`src/core/viu_regs.vh`:
```
// Register map, field positions and timing constants of the interrupt unit
`ifndef VIU_REGS_VH
`define VIU_REGS_VH
// Register byte offsets
`define VIU_ADR_EN        8'hA8
`define VIU_ADR_PR        8'hB8
`define VIU_ADR_XEN_A     8'hC0
`define VIU_ADR_XEN_B     8'hC4
`define VIU_ADR_XPR_A     8'hC8
`define VIU_ADR_XPR_B     8'hCC
`define VIU_ADR_PEND      8'hD0
`define VIU_ADR_EVT_STAT  8'hE0
`define VIU_ADR_EVT_CLR   8'hE4
`define VIU_ADR_EVT_EN    8'hE8
// Reset values
`define VIU_EN_RST        8'h00
`define VIU_PR_RST        8'h00
`define VIU_X_RST         8'h00
// Enable and priority register fields
`define VIU_EN_GLOBAL     7
`define VIU_PR_UNUSED     7
// Reserved slot: bit 2 of the second extended registers
`define VIU_XB_MASK       8'h3B
// Priority register: writable bits and the bit that reads as one
`define VIU_PR_MASK       8'h7F
`define VIU_PR_RD_ONE     8'h80
// Pending flag positions
`define VIU_F_PIN0        0
`define VIU_F_T0          1
`define VIU_F_PIN1        2
`define VIU_F_T1          3
`define VIU_F_URX         4
`define VIU_F_UTX         5
`define VIU_F_T2L         6
`define VIU_F_T2H         7
`define VIU_F_SPI_LO      8
`define VIU_F_SPI_HI      11
`define VIU_F_EXT_LO      12
`define VIU_F_EXT_HI      25
`define VIU_NFLAG         26
// Source count (pin 0 .. timer 5) and reserved source index
`define VIU_NSRC          21
`define VIU_SRC_RSVD      17
// Vector of the first source, spacing as a shift, reset vector
`define VIU_VEC_BASE      16'h0003
`define VIU_VEC_SHIFT     3
`define VIU_VEC_RESET     16'h0000
// Call time after detection
`define VIU_CLK_NS        10
`define VIU_CALL_NS       50
`define VIU_CALL_CYC      (`VIU_CALL_NS / `VIU_CLK_NS)
// Last value of the call counter, which counts the five call cycles from 0
`define VIU_CALL_LAST     3'h4
// Event status bits
`define VIU_EV_ENTER      0
`define VIU_EV_RETURN     1
`endif

```
`src/core/viu_top.v`:
```
// Interrupt enable, priority arbitration and vector generation unit
//
// Added by the designer: register access over Wishbone.
`timescale 1ns/10ps
`default_nettype none
`include "viu_regs.vh"
module viu_top (
   input  wire        clk_i,
   input  wire        rst_i,
   input  wire [7:0]  adr_i,
   input  wire [31:0] dat_i,
   input  wire [3:0]  sel_i,
   input  wire        we_i,
   input  wire        cyc_i,
   input  wire        stb_i,
   output reg  [31:0] dat_o,
   output reg         ack_o,
   input  wire        pin_irq0_input_i,
   input  wire        pin_irq1_input_i,
   input  wire        timer0_overflow_flag_i,
   input  wire        timer1_overflow_flag_i,
   input  wire        uart_rx_done_i,
   input  wire        uart_tx_done_i,
   input  wire        timer2_low_overflow_flag_i,
   input  wire        timer2_high_overflow_flag_i,
   input  wire        serial_periph_done_flag_i,
   input  wire        serial_periph_write_collision_i,
   input  wire        serial_periph_mode_fault_i,
   input  wire        serial_periph_rx_overrun_i,
   input  wire [13:0] ext_src_evt_i,
   input  wire        isr_return_i,
   output reg         isr_enter_o,
   output reg  [15:0] isr_vector_o,
   output reg         isr_level_o,
   output reg         irq_o
);

   ////////////////////////////////////////////////////////////////////////
   // Helpers

   // Byte-lane merge of a 32-bit write into an old value
   function [31:0] lane_merge;
      input [31:0] old_v;
      input [31:0] new_v;
      input [3:0]  sel;
      integer      b;
      begin
         lane_merge = old_v;
         for (b = 0; b < 4; b = b + 1) begin
            if (sel[b]) begin
               lane_merge[b*8 +: 8] = new_v[b*8 +: 8];
            end
         end
      end
   endfunction

   // Winner: high level first, then lowest index; bit 5 = found
   function [5:0] arbitrate;
      input [`VIU_NSRC-1:0] req;
      input [`VIU_NSRC-1:0] lvl;
      integer               i;
      reg                   got_hi;
      reg                   got_any;
      begin
         arbitrate = 6'h00;
         got_hi    = 1'b0;
         got_any   = 1'b0;
         for (i = `VIU_NSRC - 1; i >= 0; i = i - 1) begin
            if (req[i] && lvl[i]) begin
               arbitrate = {1'b1, i[4:0]};
               got_hi    = 1'b1;
            end
         end
         for (i = `VIU_NSRC - 1; i >= 0; i = i - 1) begin
            if (req[i] && !got_hi) begin
               arbitrate = {1'b1, i[4:0]};
               got_any   = 1'b1;
            end
         end
         if (!got_hi && !got_any) begin
            arbitrate = 6'h00;
         end
      end
   endfunction

   ////////////////////////////////////////////////////////////////////////
   // Registers

   localparam ST_IDLE = 1'b0;
   localparam ST_CALL = 1'b1;

   reg [7:0]             en_ff;
   reg [7:0]             pr_ff;
   reg [7:0]             xen_a_ff;
   reg [7:0]             xen_b_ff;
   reg [7:0]             xpr_a_ff;
   reg [7:0]             xpr_b_ff;
   reg [`VIU_NFLAG-1:0]  pend_ff;
   reg [1:0]             evt_stat_ff;
   reg [1:0]             evt_en_ff;
   reg                   state_ff;
   reg [2:0]             call_cnt_ff;
   reg [4:0]             win_idx_ff;
   reg                   win_lvl_ff;
   reg                   isr_lo_ff;
   reg                   isr_hi_ff;

   reg [`VIU_NFLAG-1:0]  nxt_pend;
   reg [`VIU_NFLAG-1:0]  hw_set;
   reg [`VIU_NFLAG-1:0]  auto_clr;
   reg [`VIU_NSRC-1:0]   src_flag;
   reg [`VIU_NSRC-1:0]   src_en;
   reg [`VIU_NSRC-1:0]   src_lvl;
   reg [`VIU_NSRC-1:0]   src_req;
   reg [31:0]            rd_data;
   reg [31:0]            pend_wr;
   reg [1:0]             evt_set;
   wire [5:0]            win;
   wire                  can_take;
   wire                  bus_req;
   wire                  wr_en;
   wire                  call_done;

   assign bus_req = cyc_i & stb_i & ~ack_o;
   assign wr_en   = bus_req & we_i;

   ////////////////////////////////////////////////////////////////////////
   // Flag set sources, source requests and masks

   always @* begin
      hw_set = {`VIU_NFLAG{1'b0}};
      hw_set[`VIU_F_PIN0] = pin_irq0_input_i;
      hw_set[`VIU_F_T0]   = timer0_overflow_flag_i;
      hw_set[`VIU_F_PIN1] = pin_irq1_input_i;
      hw_set[`VIU_F_T1]   = timer1_overflow_flag_i;
      hw_set[`VIU_F_URX]  = uart_rx_done_i;
      hw_set[`VIU_F_UTX]  = uart_tx_done_i;
      hw_set[`VIU_F_T2L]  = timer2_low_overflow_flag_i;
      hw_set[`VIU_F_T2H]  = timer2_high_overflow_flag_i;
      hw_set[`VIU_F_SPI_HI:`VIU_F_SPI_LO] = {serial_periph_rx_overrun_i,
         serial_periph_mode_fault_i, serial_periph_write_collision_i,
         serial_periph_done_flag_i};
      hw_set[`VIU_F_EXT_HI:`VIU_F_EXT_LO] = ext_src_evt_i;
      // Reserved slot never holds a flag
      hw_set[`VIU_F_EXT_LO + `VIU_SRC_RSVD - 7] = 1'b0;
   end

   // Per-source flag, enable and level
   always @* begin
      src_flag[0] = pend_ff[`VIU_F_PIN0];
      src_flag[1] = pend_ff[`VIU_F_T0];
      src_flag[2] = pend_ff[`VIU_F_PIN1];
      src_flag[3] = pend_ff[`VIU_F_T1];
      src_flag[4] = pend_ff[`VIU_F_URX] | pend_ff[`VIU_F_UTX];
      src_flag[5] = pend_ff[`VIU_F_T2L] | pend_ff[`VIU_F_T2H];
      src_flag[6] = |pend_ff[`VIU_F_SPI_HI:`VIU_F_SPI_LO];
      src_flag[`VIU_NSRC-1:7] = pend_ff[`VIU_F_EXT_HI:`VIU_F_EXT_LO];
      // Bits 0..6 of the enable register map to sources 0..6
      src_en  = {xen_b_ff[5:0], xen_a_ff, en_ff[6:0]};
      src_lvl = {xpr_b_ff[5:0], xpr_a_ff, pr_ff[6:0]};
      src_req = src_flag & src_en &
                {`VIU_NSRC{en_ff[`VIU_EN_GLOBAL]}};
      src_req[`VIU_SRC_RSVD] = 1'b0;
   end

   assign win = arbitrate(src_req, src_lvl);
   // High may preempt low; nothing preempts high
   assign can_take = win[5] & ~isr_hi_ff &
                     (src_lvl[win[4:0]] | ~isr_lo_ff);
   assign call_done = (state_ff == ST_CALL) &&
                      (call_cnt_ff == `VIU_CALL_LAST);

   // Auto-clear of pin and timer 0/1 flags on entry
   always @* begin
      auto_clr = {`VIU_NFLAG{1'b0}};
      if (call_done) begin
         case (win_idx_ff)
            5'h00: auto_clr[`VIU_F_PIN0] = 1'b1;
            5'h01: auto_clr[`VIU_F_T0]   = 1'b1;
            5'h02: auto_clr[`VIU_F_PIN1] = 1'b1;
            5'h03: auto_clr[`VIU_F_T1]   = 1'b1;
            default: auto_clr = {`VIU_NFLAG{1'b0}};
         endcase
      end
   end

   // Pending flags: auto-clear, software write, hardware set wins
   always @* begin
      pend_wr  = lane_merge({{(32-`VIU_NFLAG){1'b0}}, pend_ff}, dat_i,
                            sel_i);
      nxt_pend = pend_ff & ~auto_clr;
      if (wr_en && adr_i == `VIU_ADR_PEND) begin
         nxt_pend = pend_wr[`VIU_NFLAG-1:0];
      end
      nxt_pend = nxt_pend | hw_set;
      nxt_pend[`VIU_F_EXT_LO + `VIU_SRC_RSVD - 7] = 1'b0;
   end

   always @(posedge clk_i) begin
      if (rst_i) begin
         pend_ff <= {`VIU_NFLAG{1'b0}};
      end else begin
         pend_ff <= nxt_pend;
      end
   end

   ////////////////////////////////////////////////////////////////////////
   // Wishbone slave: writes, read mux, ack

   always @(posedge clk_i) begin
      if (rst_i) begin
         en_ff    <= `VIU_EN_RST;
         pr_ff    <= `VIU_PR_RST;
         xen_a_ff <= `VIU_X_RST;
         xen_b_ff <= `VIU_X_RST;
         xpr_a_ff <= `VIU_X_RST;
         xpr_b_ff <= `VIU_X_RST;
         evt_en_ff <= 2'h0;
      end else if (wr_en && sel_i[0]) begin
         case (adr_i)
            `VIU_ADR_EN:     en_ff    <= dat_i[7:0];
            `VIU_ADR_PR:     pr_ff    <= dat_i[7:0] & `VIU_PR_MASK;
            `VIU_ADR_XEN_A:  xen_a_ff <= dat_i[7:0];
            `VIU_ADR_XEN_B:  xen_b_ff <= dat_i[7:0] & `VIU_XB_MASK;
            `VIU_ADR_XPR_A:  xpr_a_ff <= dat_i[7:0];
            `VIU_ADR_XPR_B:  xpr_b_ff <= dat_i[7:0] & `VIU_XB_MASK;
            `VIU_ADR_EVT_EN: evt_en_ff <= dat_i[1:0];
            default:         en_ff    <= en_ff;
         endcase
      end
   end

   // Read mux; unmapped reads return zero
   always @* begin
      rd_data = 32'h0000_0000;
      case (adr_i)
         `VIU_ADR_EN:       rd_data[7:0] = en_ff;
         `VIU_ADR_PR:       rd_data[7:0] = pr_ff | `VIU_PR_RD_ONE; // Unused 1
         `VIU_ADR_XEN_A:    rd_data[7:0] = xen_a_ff;
         `VIU_ADR_XEN_B:    rd_data[7:0] = xen_b_ff;
         `VIU_ADR_XPR_A:    rd_data[7:0] = xpr_a_ff;
         `VIU_ADR_XPR_B:    rd_data[7:0] = xpr_b_ff;
         `VIU_ADR_PEND:     rd_data[`VIU_NFLAG-1:0] = pend_ff;
         `VIU_ADR_EVT_STAT: rd_data[1:0] = evt_stat_ff;
         `VIU_ADR_EVT_EN:   rd_data[1:0] = evt_en_ff;
         default:           rd_data = 32'h0000_0000;
      endcase
   end

   always @(posedge clk_i) begin
      if (rst_i) begin
         ack_o <= 1'b0;
         dat_o <= 32'h0000_0000;
      end else begin
         ack_o <= bus_req;
         dat_o <= bus_req ? rd_data : 32'h0000_0000;
      end
   end

   ////////////////////////////////////////////////////////////////////////
   // Detection and call sequence

   always @(posedge clk_i) begin
      if (rst_i) begin
         state_ff     <= ST_IDLE;
         call_cnt_ff  <= 3'h0;
         win_idx_ff   <= 5'h00;
         win_lvl_ff   <= 1'b0;
         isr_enter_o  <= 1'b0;
         isr_vector_o <= `VIU_VEC_RESET;
         isr_level_o  <= 1'b0;
      end else begin
         isr_enter_o <= 1'b0;
         case (state_ff)
            // One cycle of detection
            ST_IDLE: begin
               call_cnt_ff <= 3'h0;
               if (can_take) begin
                  win_idx_ff <= win[4:0];
                  win_lvl_ff <= src_lvl[win[4:0]];
                  state_ff   <= ST_CALL;
               end
            end
            // Five cycles of call, then entry
            ST_CALL: begin
               call_cnt_ff <= call_cnt_ff + 3'h1;
               if (call_done) begin
                  isr_enter_o  <= 1'b1;
                  isr_vector_o <= `VIU_VEC_BASE +
                     ({11'h000, win_idx_ff} << `VIU_VEC_SHIFT);
                  isr_level_o  <= win_lvl_ff;
                  state_ff     <= ST_IDLE;
               end
            end
            default: state_ff <= ST_IDLE;
         endcase
      end
   end

   // In-service levels; return closes the highest active level
   always @(posedge clk_i) begin
      if (rst_i) begin
         isr_lo_ff <= 1'b0;
         isr_hi_ff <= 1'b0;
      end else begin
         // Return first, so an entry in the same cycle is not lost
         if (isr_return_i) begin
            if (isr_hi_ff) begin
               isr_hi_ff <= 1'b0;
            end else begin
               isr_lo_ff <= 1'b0;
            end
         end
         if (call_done) begin
            if (win_lvl_ff) begin
               isr_hi_ff <= 1'b1;
            end else begin
               isr_lo_ff <= 1'b1;
            end
         end
      end
   end

   ////////////////////////////////////////////////////////////////////////
   // Event status, clear, interrupt output

   always @* begin
      evt_set = 2'h0;
      evt_set[`VIU_EV_ENTER]  = call_done;
      evt_set[`VIU_EV_RETURN] = isr_return_i;
   end

   always @(posedge clk_i) begin
      if (rst_i) begin
         evt_stat_ff <= 2'h0;
         irq_o       <= 1'b0;
      end else begin
         if (wr_en && sel_i[0] && adr_i == `VIU_ADR_EVT_CLR) begin
            evt_stat_ff <= (evt_stat_ff & ~dat_i[1:0]) | evt_set;
         end else begin
            evt_stat_ff <= evt_stat_ff | evt_set;
         end
         irq_o <= |(evt_stat_ff & evt_en_ff);
      end
   end

endmodule // viu_top
`default_nettype wire

```
`config.mk`:
```
export PLATFORM = sky130hd
export DESIGN_NAME = viu_top
export DESIGN_NICKNAME = d
export VERILOG_FILES = /design/src/core/viu_top.v
export VERILOG_INCLUDE_DIRS = /design/src /design/src/core
export SDC_FILE = /design/constraint.sdc
export NUM_CORES = 1
export LEC_CHECK = 0
export ABC_AREA = 1
export BUFFER_PORTS_ARGS = -buffer_cell sky130_fd_sc_hd__buf_2
export CORE_ASPECT_RATIO = 1.2
export CORE_UTILIZATION = 40
export DETAILED_ROUTE_END_ITERATION = 8
export PLACE_DENSITY = 0.59
export SETUP_SLACK_MARGIN = 0.02
export SYNTH_ARGS = -nofsm -noshare
export SYNTH_HDL_FRONTEND = slang
export SYNTH_SLANG_ARGS = --single-unit
```
`constraint.sdc`:
```
create_clock -name clk_i -period 7.65 [get_ports clk_i]
set_input_delay 1.1475 -clock clk_i [delete_from_list [all_inputs] [get_ports clk_i]]
set_output_delay 1.1475 -clock clk_i [all_outputs]
set_load 0.01 [all_outputs]
```
==> key figures <==
Outcome
  • Outcome: finished, violations left
  • Failing checks: design-rule violations

Yosys
  • Post-Syn Area: ~5800 sq um
  • Library cells used by synthesis: 44
  • Post-synthesis compound-gate area fraction: 19.0%
  • Largest family of logic cells by synthesized area: simple AND/OR/NAND/NOR gates
  • Syn Inst Count: around 870
  • Adder-Cell Fraction of Synth Area: 0.429%
  • Simple-gate portion of the synthesized area: 25.9%
  • Synth Register Bits: 117
  • Synthesized area per cell: 6.74 sq um
  • Mux cell area share after synthesis: 0%
  • Register area share after synthesis: 40.2%
  • Synth Warn #: 0
  • Synth Area in XOR/XNOR: 0.150%

Clocking
  • Clk buf depth: 2
  • H-Tree Depth: 4
  • CTS tree: built
  • Clk sink count: 117
  • Clk slew on worst S/H paths: 0.06 ns
  • Clock Latency Late Sink: 0.43 ns
  • CTS Hold Bufs: 0
  • Post-CTS sizing: 0
  • Post-CTS Setup Repair Bufs: 0
  • CTS Root Cell: clkbuf_16
  • CTS Buf Count: 17

Timing
  • Setup-failing EPs final: 0
  • Sum Neg Setup Slack: 0 ns
  • Slew HR: 30.5%
  • Slew Viols, Final: 0
  • Fmax: between 200 and 250 MHz
  • RSZ-0062 raised after global routing: no
  • Clock Skew: 0.0108 ns
  • Crit path time final: 4.42 ns
  • Actual slew at the worst max-slew pin: 1.03 ns
  • Final Hold Viols: 0
  • Hold slack: 0.444 ns
  • Fin crit share: 57.8%

Critical path
  • Critical Path Sink: win_idx_ff[2]
  • Crit path launch type: flip-flop
  • Worst setup EP type: flip-flop
  • Crit Path Class: flip-flop to flip-flop
  • Crit path buffers/inverters: 3
  • Worst Path Required: 7.96 ns
  • Slowest cell on the critical path: nor3_1
  • Worst path max stage delay: 0.62 ns
  • Worst setup path start: en_ff[7]
  • R2r endpoint: win_idx_ff[2]
  • R2r worst-path depth: 29
  • Cell depth of the worst setup path: 29
  • Cell mode on critical path: nand2_1
  • Worst EP arrival: 4.73 ns
  • CP top delay family: simple AND/OR/NAND/NOR gates
  • R2R Setup Slk: 3.23 ns
  • Max Fanout on Critical Path: 18
  • R2r startpoint: en_ff[7]

Floorplan
  • Initial core utilization: roughly two fifths
  • Horiz. Die Dim: 112 um
  • Die area: 15100 sq um
  • # rows: 47
  • Num ports: 128
  • Core area: 14000 sq um
  • Die Y: approximately 130 um

Global routing
  • First-pass GRT wire length: 27600 um
  • Largest net degree at the start of global routing: 73
  • Number of global-route vias before repair: 5340
  • All-layer global routing usage: 24.3%
  • Grt ovf: 0
  • Initial antenna violation count: 0

Power
  • Peak supply drop: 0.119 mV
  • PwrDens: roughly 210 nW/um^2
  • Leakage: 3.32 nW

Finish
  • # fillers: 1465
  • Final net count: 1044
  • Synthesis-to-layout area growth: 20.2%
  • Ratio of cells with drive above 1 in the final layout: 17.2%
  • Ant diodes: 0
  • Final instance area: 7010 sq um

Routing
  • DR vias: 5834
  • Detailed Routing Iterations Pass 1: 7
  • WL final: 17600 um
  • Routed Antenna Nets: 0
  • Avg WL per Cell: 15.3 um
  • Vias per std cell: 5.07
  • DR iter-0 viols: 402
  • DRC: 7

Place
  • Placer Congestion: 0.917
  • Area post-placement: 6400 sq um
  • Hpwl dp: between 10000 and 15000 um
  • Port Buf Inserts: 103

Worst hold path
  • HP Class: flip-flop to flip-flop

Job
  • Max_cap viols: 0
routing by layer:
layer	vias to the layer above	wire length, um	global-route usage [%]
met5	-	0	0
met4	0	803	13.6
met3	54	1260	5.96
met2	228	7900	38.4
met1	2607	7650	30.2
li1	2945	-	-
area by class of cell:
class                      count  area [sq um]  share of cell area [%]
multi-input combinational    567          2710                    38.7
sequential                   117          2340                    33.4
inverter                     156           591                    8.43
timing repair buffer         107           546                    7.78
clock buffer                  21           480                    6.86
tap                          171           214                    3.05
clock inverter                11           123                    1.75
sequential cells by signal, indices dropped and copies added, names as in the netlist:
| register | flops |
|---|---|
| dat_o | 25 |
| isr_hi_ff | 1 |
| ack_o | 1 |
| irq_o | 1 |
| win_lvl_ff | 1 |
| isr_lo_ff | 1 |
| en_ff | 8 |
| call_cnt_ff | 3 |
| xpr_b_ff | 5 |
| xen_a_ff | 8 |
| pend_ff | 25 |
| state_ff | 1 |
| xpr_a_ff | 8 |
| evt_stat_ff | 2 |
| isr_level_o | 1 |
| pr_ff | 7 |
| isr_enter_o | 1 |
| isr_vector_o | 6 |
| xen_b_ff | 5 |
| evt_en_ff | 2 |
| win_idx_ff | 5 |
worst min-delay path by stage:
stage / start / end / slack [ns] / cells past startpoint
final: pend_ff[9] / dat_o[9] / 0.44 / 2
after global routing: pend_ff[9] / dat_o[9] / 0.47 / 2
after floorplan: call_cnt_ff[0] / call_cnt_ff[0] / 0.42 / 1
after global placement: call_cnt_ff[0] / call_cnt_ff[0] / 0.43 / 1
after detailed placement: pend_ff[9] / dat_o[9] / 0.44 / 2
after CTS: pend_ff[9] / dat_o[9] / 0.45 / 2
synthesized netlist by cell type (all sizes together):
master | instances | area share (%)
a2111oi | 2 | 0.30
a211oi | 1 | 0.13
a21boi | 1 | 0.13
a21o | 5 | 0.64
a21oi | 76 | 6.5
a221oi | 3 | 0.45
a31oi | 4 | 0.43
a32oi | 1 | 0.15
buf | 22 | 2.9
clkbuf | 18 | 1.2
clkinv | 2 | 0.13
conb | 1 | 0.064
dfxtp | 117 | 40
ha | 2 | 0.43
inv | 154 | 10
nand2 | 173 | 12
nand3 | 36 | 3.3
nand3b | 2 | 0.26
nand4 | 5 | 0.54
nor2 | 94 | 6.1
nor3 | 24 | 3.0
nor3b | 1 | 0.13
nor4 | 8 | 0.97
o2111ai | 1 | 0.15
o211ai | 1 | 0.13
o21a | 2 | 0.26
o21ai | 96 | 8.2
o221ai | 3 | 0.45
o22ai | 7 | 0.75
o31ai | 2 | 0.26
xnor2 | 1 | 0.15
cell families (layout without fill, tap and decap cells):
kind of cell / count (synthesis) / count (layout)
xor+xnor: 1 / 1
simple gates: 343 / 343
buf+inv: 196 / 295
fa+ha+maj: 2 / 2
compound gates: 205 / 205
other cells: 1 / 16
flops: 117 / 117
worst register-to-register path, delay by kind of cell, from the launching register on:
kind,cells,cell delay [ns]
AOI/OAI and AO/OA,3,0.54
buffers and inverters,3,0.42
DFF,1,0.57
and+or+nand+nor,23,2.76
stage by stage:
step,utilization (%),setup WS (ns),cells,power (mW)
after floorplan,-,4.32,880,0.681
after global placement,45.8,3.33,1118,0.708
after detailed placement,45.8,3.37,1118,0.708
after CTS,50.1,3.34,1150,1.52
after global routing,50.1,2.82,1150,1.55
final,50.1,3.23,1150,1.51
power by group:
part	total (mW)	internal, mW	switching, mW
Sequential	0.628	0.620	0.00773
Clock	0.809	0.514	0.295
Combinational	0.0683	0.0252	0.0430
Total	1.51	1.16	0.346
cell usage in the layout, fill, tap and decap left out, types with 2 or more instances in the layout:
cell         n
a2111oi_0    2
a21o_1       5
a21oi_1     76
a221oi_1     3
a31oi_1      4
buf_2      103
buf_4        4
bufinv_16    2
clkbuf_16   17
clkbuf_8     4
clkinv_1     2
clkinv_2     4
clkinv_4     2
conb_1      16
dfxtp_1    117
ha_1         2
inv_1      147
inv_2        5
inv_4        2
inv_6        2
nand2_1    166
nand2_2      5
nand2_4      2
nand3_1     34
nand3_2      2
nand3b_1     2
nand4_1      5
nor2_1      92
nor2_2       2
nor3_1      14
nor3_2       9
nor4_1       7
o21a_1       2
o21ai_0     95
o221ai_1     3
o22ai_1      7
o31ai_1      2
(Power assumes the default switching activity.)
